File: config.mk
export PLATFORM = sky130hd
export DESIGN_NAME = vcmp_top
export DESIGN_NICKNAME = d
export VERILOG_FILES = /design/src/shared/vcmp_pkg.sv /design/src/hdl/vcmp_channel.sv /design/src/hdl/vcmp_top.sv
export SDC_FILE = /design/constraint.sdc
export NUM_CORES = 1
export LEC_CHECK = 0
export BUFFER_PORTS_ARGS = -buffer_cell sky130_fd_sc_hd__buf_2
export CAP_MARGIN = 15
export CORE_MARGIN = 2
export CORE_UTILIZATION = 35
export DETAILED_ROUTE_END_ITERATION = 8
export PLACE_DENSITY = 0.64
export SETUP_SLACK_MARGIN = 0.2
export SYNTH_ARGS = -nofsm -noshare
export SYNTH_HDL_FRONTEND = slang
export SYNTH_SLANG_ARGS = --single-unit
File: constraint.sdc
create_clock -name pclk -period 2.16 [get_ports pclk]
set_input_delay 0.432 -clock pclk [delete_from_list [all_inputs] [get_ports pclk]]
set_output_delay 0.432 -clock pclk [all_outputs]
set_load 0.005 [all_outputs]
File: src/shared/vcmp_pkg.sv
// Package for the voltage comparator control block: register map, fields, reset values and enums.
// Assumes byte offsets on a 32-bit APB bus, one aligned word per register.
package vcmp_pkg;

   // Register word indices (printed offsets index bytes, so each byte offset is index times four).
   localparam logic [3:0] VCMP_IDX_CTRL   = 4'h0;
   localparam logic [3:0] VCMP_IDX_MUX    = 4'h2;
   localparam logic [3:0] VCMP_IDX_IRQEN  = 4'h6;
   localparam logic [3:0] VCMP_IDX_STATUS = 4'h7;
   localparam logic [3:0] VCMP_IDX_SLEEP  = 4'h8;
   localparam int         VCMP_INST_STRIDE_IDX = 16;

   // Control word A fields.
   localparam int VCMP_CTRL_ENABLE_BIT  = 0;
   localparam int VCMP_CTRL_HYS_LSB     = 1;
   localparam int VCMP_CTRL_EDGE_LSB    = 4;
   localparam int VCMP_CTRL_PADEN_BIT   = 6;
   localparam int VCMP_CTRL_STDBY_BIT   = 7;
   // Input select word fields.
   localparam int VCMP_MUX_NEG_LSB      = 0;
   localparam int VCMP_MUX_POS_LSB      = 3;
   localparam int VCMP_MUX_INV_BIT      = 7;
   // Irq enable and status fields.
   localparam int VCMP_IRQEN_BIT        = 0;
   localparam int VCMP_STAT_FLAG_BIT    = 0;
   localparam int VCMP_STAT_STATE_BIT   = 4;

   localparam logic [7:0] VCMP_CTRL_RST  = 8'h00;
   localparam logic [7:0] VCMP_MUX_RST   = 8'h00;
   localparam logic [7:0] VCMP_IRQEN_RST = 8'h00;
   localparam logic [1:0] VCMP_SLEEP_RST = 2'h0;

   localparam int VCMP_NUM_INST = 3;
   localparam int VCMP_SYNC_CYCLES = 3;

   typedef enum logic [1:0] {
      VCMP_EDGE_BOTH = 2'h0,
      VCMP_EDGE_RSVD = 2'h1,
      VCMP_EDGE_FALL = 2'h2,
      VCMP_EDGE_RISE = 2'h3
   } vcmp_edge_t;

   typedef enum logic [1:0] {
      VCMP_SLP_ACTIVE  = 2'h0,
      VCMP_SLP_IDLE    = 2'h1,
      VCMP_SLP_STANDBY = 2'h2,
      VCMP_SLP_PWRDOWN = 2'h3
   } vcmp_sleep_t;

   typedef struct packed {
      logic       keep_running_in_standby;
      logic       pad_output_enable;
      vcmp_edge_t irq_edge_select;
      logic [1:0] hysteresis_select;
      logic       enable;
   } vcmp_ctrl_t;

   typedef struct packed {
      logic       invert;
      logic [1:0] positive_input_select;
      logic [1:0] negative_input_select;
   } vcmp_mux_t;

endpackage : vcmp_pkg

File: src/hdl/vcmp_channel.sv
// One comparator channel: inversion, output gating, synchroniser, edge detect and flag.
// Assumes raw_cmp is the analog core result, synchronous to pclk as given.
`timescale 1ns/1ps
module vcmp_channel
   import vcmp_pkg::*;
(
   input  wire logic       pclk,
   input  wire logic       presetn,
   input  wire logic       raw_cmp,
   input  vcmp_ctrl_t      ctrl,
   input  wire logic       invert,
   input  wire logic       core_on,
   input  wire logic       status_upd,
   input  wire logic       flag_clr,
   output logic            cmp_out,
   output logic            state_bit,
   output logic            flag
);

   logic       out_c;
   logic [2:0] sync_ff;
   logic       prev_ff;
   logic       flag_ff;
   logic       hit;

   // Inversion is applied once, ahead of every consumer.
   assign out_c   = core_on & (raw_cmp ^ invert);
   assign cmp_out = out_c;

   // Three stages give the documented three-cycle state delay.
   always_ff @(posedge pclk or negedge presetn) begin
      if (!presetn) begin
         sync_ff <= 3'h0;
      end else begin
         sync_ff <= {sync_ff[1:0], out_c};
      end
   end
   assign state_bit = sync_ff[2];

   // History keeps tracking in standby, so an edge seen while asleep raises no late flag on wake.
   always_ff @(posedge pclk or negedge presetn) begin
      if (!presetn) begin
         prev_ff <= 1'b0;
      end else begin
         prev_ff <= sync_ff[2];
      end
   end

   always_comb begin
      case (ctrl.irq_edge_select)
         VCMP_EDGE_BOTH: hit = sync_ff[2] ^ prev_ff;
         VCMP_EDGE_FALL: hit = prev_ff & ~sync_ff[2];
         VCMP_EDGE_RISE: hit = sync_ff[2] & ~prev_ff;
         default:        hit = 1'b0;
      endcase
   end

   // Set wins over a same-cycle clear so no edge is lost.
   always_ff @(posedge pclk or negedge presetn) begin
      if (!presetn) begin
         flag_ff <= 1'b0;
      end else if (status_upd && ctrl.enable && hit) begin
         flag_ff <= 1'b1;
      end else if (flag_clr) begin
         flag_ff <= 1'b0;
      end
   end
   assign flag = flag_ff;

   a_flag_set_edge: assert property (@(posedge pclk) disable iff (!presetn)
      (status_upd && ctrl.enable && hit) |=> flag_ff)
      else $error("flag not set after edge");

   a_flag_cleared: assert property (@(posedge pclk) disable iff (!presetn)
      (flag_clr && !(status_upd && ctrl.enable && hit)) |=> !flag_ff)
      else $error("flag not cleared by write of one");

   a_rsvd_no_flag: assert property (@(posedge pclk) disable iff (!presetn)
      (ctrl.irq_edge_select == VCMP_EDGE_RSVD && !flag_ff) |=> !flag_ff)
      else $error("flag set under reserved edge code");

endmodule : vcmp_channel

File: src/hdl/vcmp_top.sv
// Three voltage comparator controls behind one APB slave.
// Assumes the analog cores, pad mux, event router and irq controller sit outside.
// Functional notes
// - Core result is high only when positive input exceeds negative input.
// - Positive input from four pins; negative from two pins, converter or reference.
// - Two-bit hysteresis select: off, 10, 25 or 50 millivolts.
// - Pad output enable routes the comparator result to the pad.
// - Configured edge on the output sets the interrupt flag.
// - One irq enable bit gates the comparator interrupt source.
// - Irq asserted while flag and enable set, until flag cleared.
// - Enabled comparator always drives its output as an event.
// - In idle or any clocked sleep the comparator works normally.
// - Standby: off unless keep-running; then events and pad only update.
// - Power-down disables comparator and pad output.
// - Debug halt does not change comparator operation.
// - Three independent instances with own registers, irq and event.
// - Edge field: 0x0 both, 0x2 falling, 0x3 rising, 0x1 reserved.
// - Writing one to the flag clears it; zero leaves it.
// - State bit follows output through synchroniser, three cycles late.
// - Invert applies to pad, event, state bit and edge detection.
//
// Our own choices: the APB slave port and the placing of the registers.
`timescale 1ns/1ps
module vcmp_top
   import vcmp_pkg::*;
(
   input  wire logic                     pclk,
   input  wire logic                     presetn,
   input  wire logic                     psel,
   input  wire logic                     penable,
   input  wire logic                     pwrite,
   input  wire logic [7:0]               paddr,
   input  wire logic [31:0]              pwdata,
   output logic      [31:0]              prdata,
   output logic                          pready,
   output logic                          pslverr,
   input  wire logic [VCMP_NUM_INST-1:0] raw_cmp,
   input  vcmp_sleep_t                   sleep_mode,
   input  wire logic                     debug_halt,
   output logic [VCMP_NUM_INST-1:0]      core_enable,
   output logic [VCMP_NUM_INST*2-1:0]    hysteresis_select,
   output logic [VCMP_NUM_INST*2-1:0]    positive_input_select,
   output logic [VCMP_NUM_INST*2-1:0]    negative_input_select,
   output logic [VCMP_NUM_INST-1:0]      pad_out,
   output logic [VCMP_NUM_INST-1:0]      pad_oe,
   output logic [VCMP_NUM_INST-1:0]      event_out,
   output logic [VCMP_NUM_INST-1:0]      compare_irq_vector
);

   vcmp_ctrl_t [VCMP_NUM_INST-1:0] ctrl_ff;
   vcmp_mux_t  [VCMP_NUM_INST-1:0] mux_ff;
   logic       [VCMP_NUM_INST-1:0] irqen_ff;
   logic       [VCMP_NUM_INST-1:0] cmp_c;
   logic       [VCMP_NUM_INST-1:0] state_c;
   logic       [VCMP_NUM_INST-1:0] flag_c;
   logic       [VCMP_NUM_INST-1:0] clr_c;
   logic       [VCMP_NUM_INST-1:0] core_on_c;
   logic                           in_stdby;
   logic                           in_pdown;
   logic                           status_upd;
   logic                           wr_acc;
   logic                           rd_acc;
   logic [1:0]                     inst_c;
   logic [3:0]                     idx_c;
   logic                           hit_c;
   logic [31:0]                    nxt_prdata;

   // Instance index sits in paddr[7:6], register index in paddr[5:2].
   function automatic logic [1:0] addr_inst(input logic [7:0] a);
      return a[7:6];
   endfunction : addr_inst

   function automatic logic [3:0] addr_idx(input logic [7:0] a);
      return a[5:2];
   endfunction : addr_idx

   assign inst_c = addr_inst(paddr);
   assign idx_c  = addr_idx(paddr);
   assign hit_c  = (inst_c < 2'(VCMP_NUM_INST)) && (paddr[1:0] == 2'h0) &&
                   ((idx_c == VCMP_IDX_CTRL) || (idx_c == VCMP_IDX_MUX) ||
                    (idx_c == VCMP_IDX_IRQEN) || (idx_c == VCMP_IDX_STATUS));
   // Zero wait states: access completes in its first access cycle.
   assign wr_acc = psel && penable && pwrite && hit_c;
   assign rd_acc = psel && !penable && !pwrite;

   // Debug halt is not an input of any gating term, so halt has no effect.
   assign in_stdby   = (sleep_mode == VCMP_SLP_STANDBY);
   assign in_pdown   = (sleep_mode == VCMP_SLP_PWRDOWN);
   // Flag setting is frozen in standby and power-down; idle and active keep running.
   assign status_upd = !in_stdby && !in_pdown;

   genvar g;
   generate
      for (g = 0; g < VCMP_NUM_INST; g++) begin : g_inst
         always_comb begin
            core_on_c[g] = ctrl_ff[g].enable && !in_pdown &&
                           (!in_stdby || ctrl_ff[g].keep_running_in_standby);
            clr_c[g] = wr_acc && (inst_c == 2'(g)) && (idx_c == VCMP_IDX_STATUS) &&
                       pwdata[VCMP_STAT_FLAG_BIT];
         end

         always_ff @(posedge pclk or negedge presetn) begin
            if (!presetn) begin
               ctrl_ff[g] <= {VCMP_CTRL_RST[VCMP_CTRL_STDBY_BIT], VCMP_CTRL_RST[VCMP_CTRL_PADEN_BIT],
                              VCMP_CTRL_RST[VCMP_CTRL_EDGE_LSB+:2], VCMP_CTRL_RST[VCMP_CTRL_HYS_LSB+:2],
                              VCMP_CTRL_RST[VCMP_CTRL_ENABLE_BIT]};
            end else if (wr_acc && inst_c == 2'(g) && idx_c == VCMP_IDX_CTRL) begin
               ctrl_ff[g] <= {pwdata[VCMP_CTRL_STDBY_BIT], pwdata[VCMP_CTRL_PADEN_BIT],
                              pwdata[VCMP_CTRL_EDGE_LSB+:2], pwdata[VCMP_CTRL_HYS_LSB+:2],
                              pwdata[VCMP_CTRL_ENABLE_BIT]};
            end
         end

         always_ff @(posedge pclk or negedge presetn) begin
            if (!presetn) begin
               mux_ff[g] <= {VCMP_MUX_RST[VCMP_MUX_INV_BIT], VCMP_MUX_RST[VCMP_MUX_POS_LSB+:2],
                             VCMP_MUX_RST[VCMP_MUX_NEG_LSB+:2]};
            end else if (wr_acc && inst_c == 2'(g) && idx_c == VCMP_IDX_MUX) begin
               mux_ff[g] <= {pwdata[VCMP_MUX_INV_BIT], pwdata[VCMP_MUX_POS_LSB+:2],
                             pwdata[VCMP_MUX_NEG_LSB+:2]};
            end
         end

         always_ff @(posedge pclk or negedge presetn) begin
            if (!presetn) begin
               irqen_ff[g] <= VCMP_IRQEN_RST[VCMP_IRQEN_BIT];
            end else if (wr_acc && inst_c == 2'(g) && idx_c == VCMP_IDX_IRQEN) begin
               irqen_ff[g] <= pwdata[VCMP_IRQEN_BIT];
            end
         end

         // The core's result already means positive above negative.
         vcmp_channel u_chan (
            .pclk       (pclk),
            .presetn    (presetn),
            .raw_cmp    (raw_cmp[g]),
            .ctrl       (ctrl_ff[g]),
            .invert     (mux_ff[g].invert),
            .core_on    (core_on_c[g]),
            .status_upd (status_upd),
            .flag_clr   (clr_c[g]),
            .cmp_out    (cmp_c[g]),
            .state_bit  (state_c[g]),
            .flag       (flag_c[g])
         );

         // Outputs are registered, adding one cycle after the core result.
         always_ff @(posedge pclk or negedge presetn) begin
            if (!presetn) begin
               core_enable[g]               <= 1'b0;
               hysteresis_select[2*g+:2]     <= 2'h0;
               positive_input_select[2*g+:2] <= 2'h0;
               negative_input_select[2*g+:2] <= 2'h0;
            end else begin
               core_enable[g]               <= core_on_c[g];
               hysteresis_select[2*g+:2]     <= ctrl_ff[g].hysteresis_select;
               positive_input_select[2*g+:2] <= mux_ff[g].positive_input_select;
               negative_input_select[2*g+:2] <= mux_ff[g].negative_input_select;
            end
         end

         always_ff @(posedge pclk or negedge presetn) begin
            if (!presetn) begin
               pad_out[g]   <= 1'b0;
               pad_oe[g]    <= 1'b0;
               event_out[g] <= 1'b0;
            end else begin
               pad_oe[g]    <= ctrl_ff[g].pad_output_enable && core_on_c[g];
               pad_out[g]   <= cmp_c[g] && ctrl_ff[g].pad_output_enable;
               event_out[g] <= cmp_c[g];
            end
         end

         always_ff @(posedge pclk or negedge presetn) begin
            if (!presetn) begin
               compare_irq_vector[g] <= 1'b0;
            end else begin
               compare_irq_vector[g] <= flag_c[g] && irqen_ff[g];
            end
         end

         a_irq_follows_flag: assert property (@(posedge pclk) disable iff (!presetn)
            ##1 (compare_irq_vector[g] == $past(flag_c[g] && irqen_ff[g])))
            else $error("irq does not follow flag and enable");

         a_irq_gated: assert property (@(posedge pclk) disable iff (!presetn)
            !irqen_ff[g] |=> !compare_irq_vector[g])
            else $error("irq raised while its enable is off");

         a_event_when_off: assert property (@(posedge pclk) disable iff (!presetn)
            !ctrl_ff[g].enable |=> !event_out[g])
            else $error("event driven while disabled");

         a_event_stdby_off: assert property (@(posedge pclk) disable iff (!presetn)
            (in_stdby && !ctrl_ff[g].keep_running_in_standby) |=> !event_out[g])
            else $error("event driven in standby without keep running");

         a_pad_off_pdown: assert property (@(posedge pclk) disable iff (!presetn)
            in_pdown |=> !pad_oe[g])
            else $error("pad driven in power-down");

         a_core_off_pdown: assert property (@(posedge pclk) disable iff (!presetn)
            in_pdown |=> !core_enable[g])
            else $error("core powered in power-down");

         a_pad_gated: assert property (@(posedge pclk) disable iff (!presetn)
            !ctrl_ff[g].pad_output_enable |=> (!pad_out[g] && !pad_oe[g]))
            else $error("pad driven with pad output disabled");

         a_state_delay: assert property (@(posedge pclk) disable iff (!presetn)
            state_c[g] == $past(cmp_c[g], 3))
            else $error("state bit not three cycles behind");

         a_flag_clear: assert property (@(posedge pclk) disable iff (!presetn)
            (clr_c[g] && !(status_upd && ctrl_ff[g].enable)) |=> !flag_c[g])
            else $error("flag not cleared by write of one");

         a_stdby_frozen: assert property (@(posedge pclk) disable iff (!presetn)
            (in_stdby && !flag_c[g]) |=> !flag_c[g])
            else $error("flag set during standby");

         a_event_runs: assert property (@(posedge pclk) disable iff (!presetn)
            (ctrl_ff[g].enable && sleep_mode != VCMP_SLP_PWRDOWN && sleep_mode != VCMP_SLP_STANDBY)
            |=> (event_out[g] == $past(raw_cmp[g] ^ mux_ff[g].invert)))
            else $error("event does not follow comparator");
      end
   endgenerate

   always_comb begin
      nxt_prdata = 32'h0;
      if (hit_c) begin
         case (idx_c)
            VCMP_IDX_CTRL: begin
               nxt_prdata[VCMP_CTRL_STDBY_BIT]    = ctrl_ff[inst_c].keep_running_in_standby;
               nxt_prdata[VCMP_CTRL_PADEN_BIT]    = ctrl_ff[inst_c].pad_output_enable;
               nxt_prdata[VCMP_CTRL_EDGE_LSB+:2]  = ctrl_ff[inst_c].irq_edge_select;
               nxt_prdata[VCMP_CTRL_HYS_LSB+:2]   = ctrl_ff[inst_c].hysteresis_select;
               nxt_prdata[VCMP_CTRL_ENABLE_BIT]   = ctrl_ff[inst_c].enable;
            end
            VCMP_IDX_MUX: begin
               nxt_prdata[VCMP_MUX_INV_BIT]       = mux_ff[inst_c].invert;
               nxt_prdata[VCMP_MUX_POS_LSB+:2]    = mux_ff[inst_c].positive_input_select;
               nxt_prdata[VCMP_MUX_NEG_LSB+:2]    = mux_ff[inst_c].negative_input_select;
            end
            VCMP_IDX_IRQEN: begin
               nxt_prdata[VCMP_IRQEN_BIT]         = irqen_ff[inst_c];
            end
            VCMP_IDX_STATUS: begin
               nxt_prdata[VCMP_STAT_STATE_BIT]    = state_c[inst_c];
               nxt_prdata[VCMP_STAT_FLAG_BIT]     = flag_c[inst_c];
            end
            default: nxt_prdata = 32'h0;
         endcase
      end
   end

   // Read data is captured at setup so it is stable through the access cycle.
   always_ff @(posedge pclk or negedge presetn) begin
      if (!presetn) begin
         prdata <= 32'h0;
      end else if (rd_acc) begin
         prdata <= nxt_prdata;
      end
   end

   always_ff @(posedge pclk or negedge presetn) begin
      if (!presetn) begin
         pready  <= 1'b0;
         pslverr <= 1'b0;
      end else begin
         pready  <= psel && !penable;
         pslverr <= psel && !penable && !hit_c;
      end
   end

endmodule : vcmp_top

==> summary.txt, run 1 <==
Global route
  – GRT Residual Overflow: 0
  – First-pass GRT wire length: 13800 µm
  – Vias in the first global route: 2667
  – Met2 global-route usage: 23.4%
  – Largest net degree at the start of global routing: 37
  – GRT Overall Usage: 14.5%
  – Most Crowded Layer GR: met2
  – Initial antenna violation count: 0
  – GR met1 Demand/Resource: 18.8%
  – Met3 Use GR: roughly 4.4%

Synth
  – Distinct cells, synth: 38
  – Mux contribution to synthesized area: 15.5%
  – Share of the yosys chip area belonging to registers: between 50% and 60%
  – Yosys warnings: 0
  – Area fraction in compound gates after synthesis: 6.56%
  – Post-synthesis cell area: 4030 µm²
  – Simple-gate area share of the yosys netlist: 10.0%
  – Top post-synthesis cells by area: dfrtp_1 (58%), mux2_2 (12%), buf_4 (5.0%)
  – Async set-reset flop share out of synthesis: 100%
  – Largest family of logic cells by synthesized area: multiplexers
  – Area share of fa/ha/maj cells after synthesis: 1.86%
  – Top cell type's share of synthesized area: 58.4%
  – Synth area leader: dfrtp_1
  – Ys flop type: dfrtp_1
  – Post-Syn Instances: 323
  – Post-Syn Area per Cell: ~12 µm²
  – Top-count cell post-synth: dfrtp_1
  – Commonest cells in the netlist: dfrtp_1 (94), mux2_2 (43), buf_4 (27)
  – Flops & latches, synth: 94
  – Synth Area in XOR/XNOR: 0.653%
  – Number of synthesized flops with an enable pin: 0

Cells and area
  – Layout Cells excl Fill: roughly 550
  – Area Overhead vs Synth: 18.5%
  – Ant. Diodes: 0
  – Fraction of layout cells with a size suffix above 1: 34.4%
  – Post-layout util: 42.1%
  – Final net count: roughly 460

Routing
  – DR vias: between 2000 and 3000
  – DRC violations left: 0
  – Final wirelength: 8620 µm
  – Wirelength per Cell: 15.8 µm
  – Final ANT Viol Nets: 0
  – Vias per cell: roughly 4.7
  – First-pass iteration count of the detailed router: 4
  – 1st-iter DRT viols: 91

Place
  – Post-DP HPWL: 6250 µm
  – Inst Count DP: 531
  – Port Buffer Count: between 60 and 70
  – Final GP Congestion: 0.856

Worst setup path
  – Crit path DAT: ~1.8 ns
  – Startpoint Class: primary input
  – WP data required: 2.38 ns
  – WS Path Type: in2reg
  – Critical Path End Type: flop
  – CP max FO: 10

Min path
  – Hold WC Path Type: in2async

Timing
  – Max Slew Vio Count: 0
  – Setup TNS: 0 ns
  – Max transition margin: about 65%
  – RSZ-0062 raised after global routing: no
  – Final setup viols: 0
  – Hold Violations, Final: 5
  – Highest clock rate: roughly 600 MHz
  – Worst hold slack: -0.00420 ns
  – Clk_skew: 0.00691 ns
  – Fin crit share: 74.9%
  – Min Tclk post-route: approximately 1.6 ns
  – Slew @ Worst Pin: 0.520 ns

Clocking
  – Clock Sinks: 94
  – Post-CTS Setup Bufs: 0
  – Hold Buf Count CTS: 0
  – Worst-path clk slew: about 0.070 ns
  – Clk root buf: clkbuf_16
  – Total CTS buffers: 9
  – Clk_lat worst skew: between 0.3 and 0.4 ns
  – Clk buf depth: 2
  – CTS tree: built
  – H-tree levels: 3
  – CTS resizes: 0

Die
  – Die footprint: roughly 12000 µm²
  – Initial core utilization: between 30% and 40%
  – Die W: about 110 µm
  – Die Span Y: roughly 110 µm
  – Io pins: 118
  – Cell Rows: 39
  – Core area: 11300 µm²

Status
  – Status: finished, violations left
  – Failing checks: hold timing

Pwr
  – Leak: between 0.002 and 0.0025 µW
  – Power per standard cell area: 744 nW/µm²
  – Worst VDD drop: just over 0.0003 V

Flow run
  – Maxcap violations: 0
==> through the flow <==
stage / worst slack (ns) / hold WS (ns) / power (µW) / cell area [µm²]
4_1_cts: 0.553 / 0.00987 / 3580 / 4770
5_1_grt: 0.450 / 0.0234 / 3680 / 4770
3_5_place_dp: 0.205 / 0.337 / 2000 / 4470
6_report: 0.541 / -0.00420 / 3550 / 4770
2_1_floorplan: 0.574 / 0.136 / 1930 / 4110
3_3_place_gp: 0.233 / 0.336 / 2000 / 4470
==> power breakdown <==
part	total [µW]	switching (µW)	internal [µW]	leakage (µW)
combinational	177	113	63.5	0.00104
sequential	1790	12.0	1780	0.00131
clock	1580	735	847	0.000147
==> sequential cells by signal, indices dropped and copies added (netlist names) <==
signal / flops
irqen_ff: 3
g_inst.u_chan.sync_ff: 9
ctrl_ff: 21
core_enable: 3
mux_ff: 15
g_inst.u_chan.prev_ff: 3
prdata: 8
g_inst.u_chan.flag: 3
pready: 1
pad_oe: 3
pslverr: 1
positive_input_select: 6
hysteresis_select: 6
pad_out: 3
compare_irq_vector: 3
negative_input_select: 6
==> cell type report <==
class	instances	area [µm²]
fillers	1084	6550
flip-flops and latches	94	2350
multi-input cells	208	1480
repair buffers	77	423
clock buffers	10	239
well taps	143	179
clock inverters	6	61.3
inverters	9	33.8
==> final timing paths <==
path / start / to / slack, ns / cells after the start
max: paddr[7] / ctrl_ff[18] / 0.54 / 5
min: presetn / compare_irq_vector[1] / -0.004 / 1
max reg2reg: g_inst[2].u_chan.sync_ff[2] / g_inst[2].u_chan.flag / 0.82 / 5
min reg2reg: g_inst[0].u_chan.sync_ff[1] / g_inst[0].u_chan.sync_ff[2] / 0.35 / 0
max in group asynchronous: presetn / positive_input_select[4] / 1.60 / 2
min in group pclk: penable / pready / 0.29 / 2
==> worst max-delay path, cell delays in order <==
cell     delay [ns]
buf_2          0.23
nor2b_1        0.20
nor3b_2        0.29
nand2_1        0.32
mux2_2         0.36
==> cell families (layout without fill, tap and decap cells) <==
logic type,after synthesis,after routing
and+or+nand+nor,76,76
AOI/OAI and AO/OA,42,42
adders and majority gates,6,6
xor gates and xnor gates,3,3
DFF,94,94
muxes,57,57
buffers and inverters,44,102
other,1,24
==> layout by cell type, fill, tap and decap left out, types with 4 or more instances in the layout <==
cell / n
dfrtp_1: 94
nand2b_1: 8
mux2_2: 43
nor3_1: 5
and2_1: 11
nand2_1: 24
inv_1: 9
conb_1: 24
ha_1: 6
a21boi_0: 4
inv_8: 4
a22o_1: 6
o21ai_0: 17
nand3b_1: 4
clkbuf_16: 9
mux2i_1: 14
buf_2: 67
a21oi_1: 7
buf_4: 9
nor2_1: 12
==> metal layers <==
metal / wire [µm] / vias to the layer above
met1: 3820 / 1284
li1: - / 1211
met5: 0 / -
met4: 125 / 0
met3: 474 / 16
met2: 4210 / 76
(Power assumes the default switching activity.)
==> run 2, diff against run 1 <==
- PLACE_DENSITY: 0.64 -> 0.66
- clock period: 2.16 -> 1.3 ns (I/O delays scaled with it)
==> run 2 against run 1 <==
  * The run now ends clean
  * Setup slack worse by 0.46 ns
  * Core utilization rose by 5.9 points
  * Die area unchanged
  * Flip-flop and latch count unchanged
  * Combinational power is 130% higher
  * Via count is 7.5% higher
  * Cell count rose by 7.9%
  * Global-route usage rose by 1.3 points
  * Critical path type is now reg2reg
  * Wire length grew 8.0%
  * Largest cell class unchanged
  * Non-clock buffer count grew 44
==> summary.txt, run 2 (synthesis results as in run 1) <==
Cells and area
  – Ant. Diodes: 0 (unchanged)
  – Layout Cells excl Fill: 590 (+7.9%)
  – Largest register FFs: 21 (unchanged)
  – Area of the multi-input gates: 1710 µm² (+15%)
  – Commonest non-fill, non-tap cell in the layout: dfrtp_1
  – Fillers: 1006 (-7.2%)
  – Reg with most FFs: ctrl_ff
  – Fraction of layout cells with a size suffix above 1: 46.8% (+12 points)
  – Largest regs: ctrl_ff x21, mux_ff x15, g_inst.u_chan.sync_ff x9
  – Area occupied by registers: 2350 µm² (unchanged)
  – Post-layout util: 48.0% (+5.9 points)
  – Final net count: 500 (+9.6%)
  – Area Overhead vs Synth: 35.0%
  – Most frequent cells in the layout: dfrtp_1 (94), buf_2 (63), buf_4 (42)

Timing
  – RSZ-0062 raised after global routing: yes
  – Worst hold slack: 0.140 ns (+0.145 ns)
  – Max transition margin: 61.8% (-3.2 points)
  – Fin crit share: 93.9%
  – Final setup viols: 0 (unchanged)
  – Min Tclk post-route: ~1.2 ns
  – Highest clock rate: 819 MHz
  – Slew @ Worst Pin: 0.567 ns (+0.0477 ns)
  – Hold Violations, Final: 0 (-5)
  – Max Slew Vio Count: 0 (unchanged)
  – Setup TNS: 0 ns (unchanged)
  – Clk_skew: 0.00970 ns (+0.00279 ns)

Worst setup path
  – CP max FO: 2 (-8)
  – Crit path to: prdata[0]
  – Critical Path End Type: flop
  – Family with the most delay on the worst path: compound AO/OA/AOI/OAI gates
  – Worst path cell trace: mux2i_1, o21a_1, a2bb2oi_2, o211ai_1, a22o_1
  – Startpoint Class: flop
  – Crit path DAT: 1.45 ns (-0.39 ns)
  – WP data required: 1.53 ns (-0.85 ns)
  – CP Launch Point: mux_ff[5]
  – RR Startpoint: mux_ff[5]
  – Worst reg2reg path endpoint: prdata[0]
  – Worst Path Buf+Inv: 0 (-1)
  – Critical path depth: 5 (unchanged)
  – Worst path slowest cell: dfrtp_1
  – Worst-case reg-to-reg path depth: 5 (unchanged)
  – Max stage delay on crit path: 0.38 ns (+0.02 ns)
  – WS Path Type: reg2reg
  – Worst reg2reg setup slack: 0.08 ns (-0.74 ns)

Die
  – Die footprint: 12400 µm² (unchanged)
  – Die W: 111 µm (unchanged)
  – Initial core utilization: 35.6% (unchanged)
  – Io pins: 118 (unchanged)
  – Core area: 11300 µm² (unchanged)
  – Cell Rows: 39 (unchanged)
  – Die Span Y: 111 µm (unchanged)

Global route
  – Initial antenna violation count: 0 (unchanged)
  – First-pass GRT wire length: 15200 µm (+9.6%)
  – Largest net degree at the start of global routing: 31 (-16%)
  – GRT Residual Overflow: 0 (unchanged)
  – GRT Overall Usage: 15.8% (+1.3 points)
  – Vias in the first global route: 2900 (+8.7%)

Min path
  – Hold WC Path Type: in2reg

Clocking
  – Clk_lat worst skew: 0.34 ns (about the same)
  – CTS tree: built
  – Clk buf depth: 2 (unchanged)
  – Clk root buf: clkbuf_16
  – Clock Sinks: 94 (unchanged)
  – Worst-path clk slew: 0.06 ns (about the same)
  – H-tree levels: 3 (unchanged)
  – Total CTS buffers: 9 (unchanged)

Place
  – Final GP Congestion: 0.832 (-2.8%)
  – Port Buffer Count: 68 (unchanged)
  – Post-DP HPWL: 6640 µm (+6.2%)
  – Inst Count DP: 557 (+4.9%)

Routing
  – DR vias: 2782 (+7.5%)
  – DRC violations left: 0 (unchanged)
  – Wirelength per Cell: 15.8 µm (about the same)
  – Vias per cell: 4.72 (-0.30%)
  – Final ANT Viol Nets: 0 (unchanged)
  – 1st-iter DRT viols: 132 (+45%)
  – Final wirelength: 9310 µm (+8.0%)
  – First-pass iteration count of the detailed router: 4 (unchanged)

Pwr
  – Leak: 0.00284 µW (+14%)
  – Power per standard cell area: 1110 nW/µm² (+49%)
  – Worst VDD drop: 0.000587 V (+91%)

Status
  – Status: complete, no violations

Flow run
  – Maxcap violations: 0 (unchanged)
## run 2: cell types whose count changed in the layout (fill, tap and decap cells not counted), moves of 6 or more
cell | previous run | this run
buf_4 | 9 | 42
buf_6 | 0 | 8
nand2_1 | 24 | 17
o21ai_0 | 17 | 10
nor2_1 | 12 | 6
o21ai_1 | 0 | 6
## run 2: how the worst min path moves through the flow
stage             from                    end  slack [ns]  cells after the start
2_1_floorplan  presetn  compare_irq_vector[0]       -0.04                      0
3_3_place_gp   presetn  compare_irq_vector[0]        0.24                      1
3_5_place_dp   presetn            irqen_ff[0]        0.25                      1
4_1_cts        penable                 pready        0.12                      2
5_1_grt        penable                 pready        0.15                      2
6_report       penable                 pready        0.14                      2
## run 2: area by class of cell
type / instances / area share [%]
multi-input cells: 208 / 31.5
flip-flops and latches: 94 / 43.3
well taps: 143 / 3.29
repair buffers: 121 / 15.8
clock inverters: 4 / 1.01
clock buffers: 11 / 4.47
inverters: 9 / 0.622
## run 2: report_power, final
part | internal, µW | total (µW) | switching (µW) | leakage (µW)
logic | 177 | 407 | 231 | 0.00138
clock network | 1540 | 2620 | 1080 | 0.000142
registers | 2960 | 2980 | 19.8 | 0.00131
## run 2: layer usage
layer | share of wire, % | global-route usage, %
met1 | 43 | 20.3
met2 | 49 | 25.9
met3 | 5.5 | 3.99
met4 | 2.3 | 5.93
met5 | 0 | 0
## run 2: timing repair
action	in CTS	in global routing
buffers inserted	12	5
hold buffers	1	0
endpoints found under the hold margin	27	0
endpoints found under the setup margin	55	93
gates resized for setup	19	29
pin swaps	5	8
## run 2: through the flow
stage          worst slack (ns)  total power (µW)  cell area, µm²
5_1_grt                  0.0125              6240            5430
4_1_cts                  0.0226              6060            5290
3_5_place_dp             -0.279              3410            4800
3_3_place_gp             -0.275              3390            4800
6_report                 0.0795              6010            5430
2_1_floorplan          0.000458              3220            4230
==> run 3, diff against run 2 <==
- ABC_AREA: unset -> 1
==> run 3 against run 2 <==
  * Setup slack improved by 0.0056 ns
  * Area after synthesis rose by 3.9%
  * Core utilization rose by 1.5 points
  * Register-to-register slack barely moved
  * Critical path type unchanged
  * Largest cell class unchanged
  * Largest power group unchanged
==> summary.txt, run 3 <==
Status
  – Status: complete, no violations

Worst setup path
  – Worst path cell trace: ha_1, o21ai_2, o311ai_2, buf_4, nand2_2
  – Worst-case reg-to-reg path depth: 5 (unchanged)
  – CP max FO: 3 (+1)
  – Max stage delay on crit path: 0.40 ns (+0.02 ns)
  – Worst path slowest cell: dfrtp_1
  – RR Startpoint: g_inst[2].u_chan.sync_ff[2]
  – Worst reg2reg setup slack: 0.09 ns (about the same)
  – CP Launch Point: g_inst[2].u_chan.sync_ff[2]
  – Startpoint Class: flop
  – WS Path Type: reg2reg
  – Worst reg2reg path endpoint: g_inst[2].u_chan.flag
  – Crit path DAT: 1.50 ns (+0.05 ns)
  – Crit path to: g_inst[2].u_chan.flag
  – Critical Path End Type: flop
  – WP data required: 1.58 ns (+0.05 ns)

Clocking
  – Worst-path clk slew: 0.06 ns (about the same)
  – CTS tree: built
  – H-tree levels: 3 (unchanged)
  – Clk_lat worst skew: 0.34 ns (about the same)
  – Clk root buf: clkbuf_16
  – Clk buf depth: 2 (unchanged)
  – Clock Sinks: 94 (unchanged)
  – Total CTS buffers: 9 (unchanged)

Place
  – Placement Setup Slack: -0.269 ns (+0.0103 ns)
  – Final GP Congestion: 0.895 (+7.5%)
  – Post-DP HPWL: 7930 µm (+20%)
  – Port Buffer Count: 68 (unchanged)

Cells and area
  – Most frequent cells in the layout: nand2_1 (173), dfrtp_1 (93), buf_2 (65)
  – Commonest non-fill, non-tap cell in the layout: nand2_1
  – Ant. Diodes: 0 (unchanged)
  – Reg with most FFs: ctrl_ff
  – Largest regs: ctrl_ff x21, mux_ff x15, g_inst.u_chan.sync_ff x9
  – Area Overhead vs Synth: 36.3%
  – Fraction of layout cells with a size suffix above 1: 36.1% (-11 points)
  – Largest register FFs: 21 (unchanged)
  – Final net count: 658 (+32%)

Timing
  – Highest clock rate: 823 MHz (+0.46%)
  – Final setup viols: 0 (unchanged)
  – Setup TNS: 0 ns (unchanged)
  – Hold Violations, Final: 0 (unchanged)
  – Fin crit share: 93.5% (-0.43 points)
  – Post-route worst setup slack: 0.0851 ns (+0.00558 ns)
  – Clk_skew: 0.00743 ns (-0.00227 ns)
  – Min Tclk post-route: 1.21 ns (-0.00558 ns)
  – RSZ-0062 raised after global routing: yes
  – Max Slew Vio Count: 0 (unchanged)

Flow run
  – Maxcap violations: 0 (unchanged)

Routing
  – 1st-iter DRT viols: 162 (+23%)
  – DRC violations left: 0 (unchanged)
  – Final ANT Viol Nets: 0 (unchanged)
  – Wirelength per Cell: 14.7 µm (-7.0%)
  – First-pass iteration count of the detailed router: 4 (unchanged)
  – Final wirelength: 11000 µm (+18%)
  – Vias per cell: 4.69 (-0.52%)
  – DR vias: 3504 (+26%)

Synth
  – Ys flop type: dfrtp_1
  – Number of synthesized flops with an enable pin: 0 (unchanged)
  – Top post-synthesis cells by area: dfrtp_1 (56%), nand2_1 (17%), buf_4 (4.8%)
  – Post-synthesis cell area: 4180 µm² (+3.9%)
  – Top-count cell post-synth: nand2_1
  – Synth area leader: dfrtp_1
  – Top cell type's share of synthesized area: 56.3% (-2.2 points)
  – Post-Syn Area per Cell: 9.03 µm² (-28%)
  – Flops & latches, synth: 94 (unchanged)
  – Distinct cells, synth: 26 (-32%)
  – Commonest cells in the netlist: nand2_1 (192), dfrtp_1 (94), nand3_1 (40)
  – Async set-reset flop share out of synthesis: 100% (unchanged)
  – Post-Syn Instances: 463 (+43%)
  – Share of the yosys chip area belonging to registers: 56.3% (-2.2 points)
  – Yosys warnings: 0 (unchanged)

Global route
  – Largest net degree at the start of global routing: 32 (+3.2%)
  – Vias in the first global route: 3470 (+20%)
  – GRT Residual Overflow: 0 (unchanged)
  – Initial antenna violation count: 0 (unchanged)
  – GRT Overall Usage: 17.5% (+1.7 points)
  – First-pass GRT wire length: 17400 µm (+15%)

Pwr
  – Worst VDD drop: 0.000632 V (+7.7%)
  – Power per standard cell area: 1050 nW/µm² (-4.7%)
  – Pwr Total: 6010 µW (about the same)
  – Leak: 0.00311 µW (+9.6%)

Min path
  – Hold WC Path Type: in2reg
  – Hold path start: pwdata[6]

Die
  – Io pins: 118 (unchanged)
  – Die footprint: 12800 µm² (+3.7%)
  – Die Span Y: 113 µm (+1.8%)
  – Initial core utilization: 36.3% (+0.74 points)
  – Die W: 113 µm (+1.8%)
  – Cell Rows: 39 (unchanged)
  – Core area: 11500 µm² (+1.7%)
[run 3: worst min-delay path by stage]
stage                               endpoint  slack (ns)  cells after the start
floorplan              compare_irq_vector[0]       -0.04                      0
global placement    positive_input_select[0]        0.18                      1
detailed placement  positive_input_select[0]        0.19                      1
CTS                                mux_ff[7]        0.14                      3
global route                       mux_ff[7]        0.15                      3
finish                           ctrl_ff[19]        0.15                      3
[run 3: kinds of logic (layout without fill, tap and decap cells)]
kind of cell | Yosys count | count (layout) | share of synthesized area [%]
AO/OA/AOI/OAI | 19 | 19 | 2.99
XOR/XNOR | 3 | 3 | 0.628
adder cells (fa/ha/maj) | 6 | 6 | 1.80
buffers and inverters | 70 | 188 | 9.16
flip-flops | 94 | 94 | 56.3
other | 1 | 24 | 0.0897
AND/OR/NAND/NOR | 270 | 270 | 29.1
[run 3: worst max-delay path: cells and delay by family (launching register included)]
family | cells | cell delay (ns)
and+or+nand+nor | 1 | 0.05
AOI/OAI and AO/OA | 2 | 0.26
buffers and inverters | 1 | 0.16
adders and majority gates | 1 | 0.29
DFF | 1 | 0.40
[run 3: power by group]
part           internal [µW]  leakage, µW  switching, µW
clock                   1580     0.000148           1050
combinational            173      0.00165            263
sequential              2930      0.00131           5.46
total                   4680      0.00311           1320
[run 3: through the flow]
| stage | hold WS (ns) | util, % | cell area [µm²] | instances |
|---|---|---|---|---|
| detailed placement | 0.186 | 43.5 | 5010 | 711 |
| finish | 0.150 | 49.5 | 5700 | 747 |
| global placement | 0.183 | 43.5 | 5010 | 711 |
| global route | 0.146 | 49.5 | 5700 | 747 |
| CTS | 0.138 | 47.7 | 5500 | 740 |
| floorplan | -0.0356 | - | 4340 | 486 |
[run 3: timing repair]
action	4_1_cts	5_1_grt
hold buffers	1	0
setup endpoints to repair	58	84
pin swaps	11	35
setup buffers	14	7
gates resized for setup	23	39
endpoints found under the hold margin	20	0
[run 3: final cells by class]
class	instances	area (µm²)
Fill cell	1089	5820
Sequential cell	94	2350
Multi-Input combinational cell	322	1730
Timing Repair Buffer	136	973
Clock buffer	11	253
Tap cell	143	179
Inverter	38	165
Clock inverter	3	43.8
[run 3: metal layers]
layer	global-route usage (%)	up-vias	wire [µm]
li1	-	1675	-
met1	24.0	1702	4870
met2	27.8	116	5240
met3	4.18	11	720
met4	4.80	0	125
met5	0	-	0
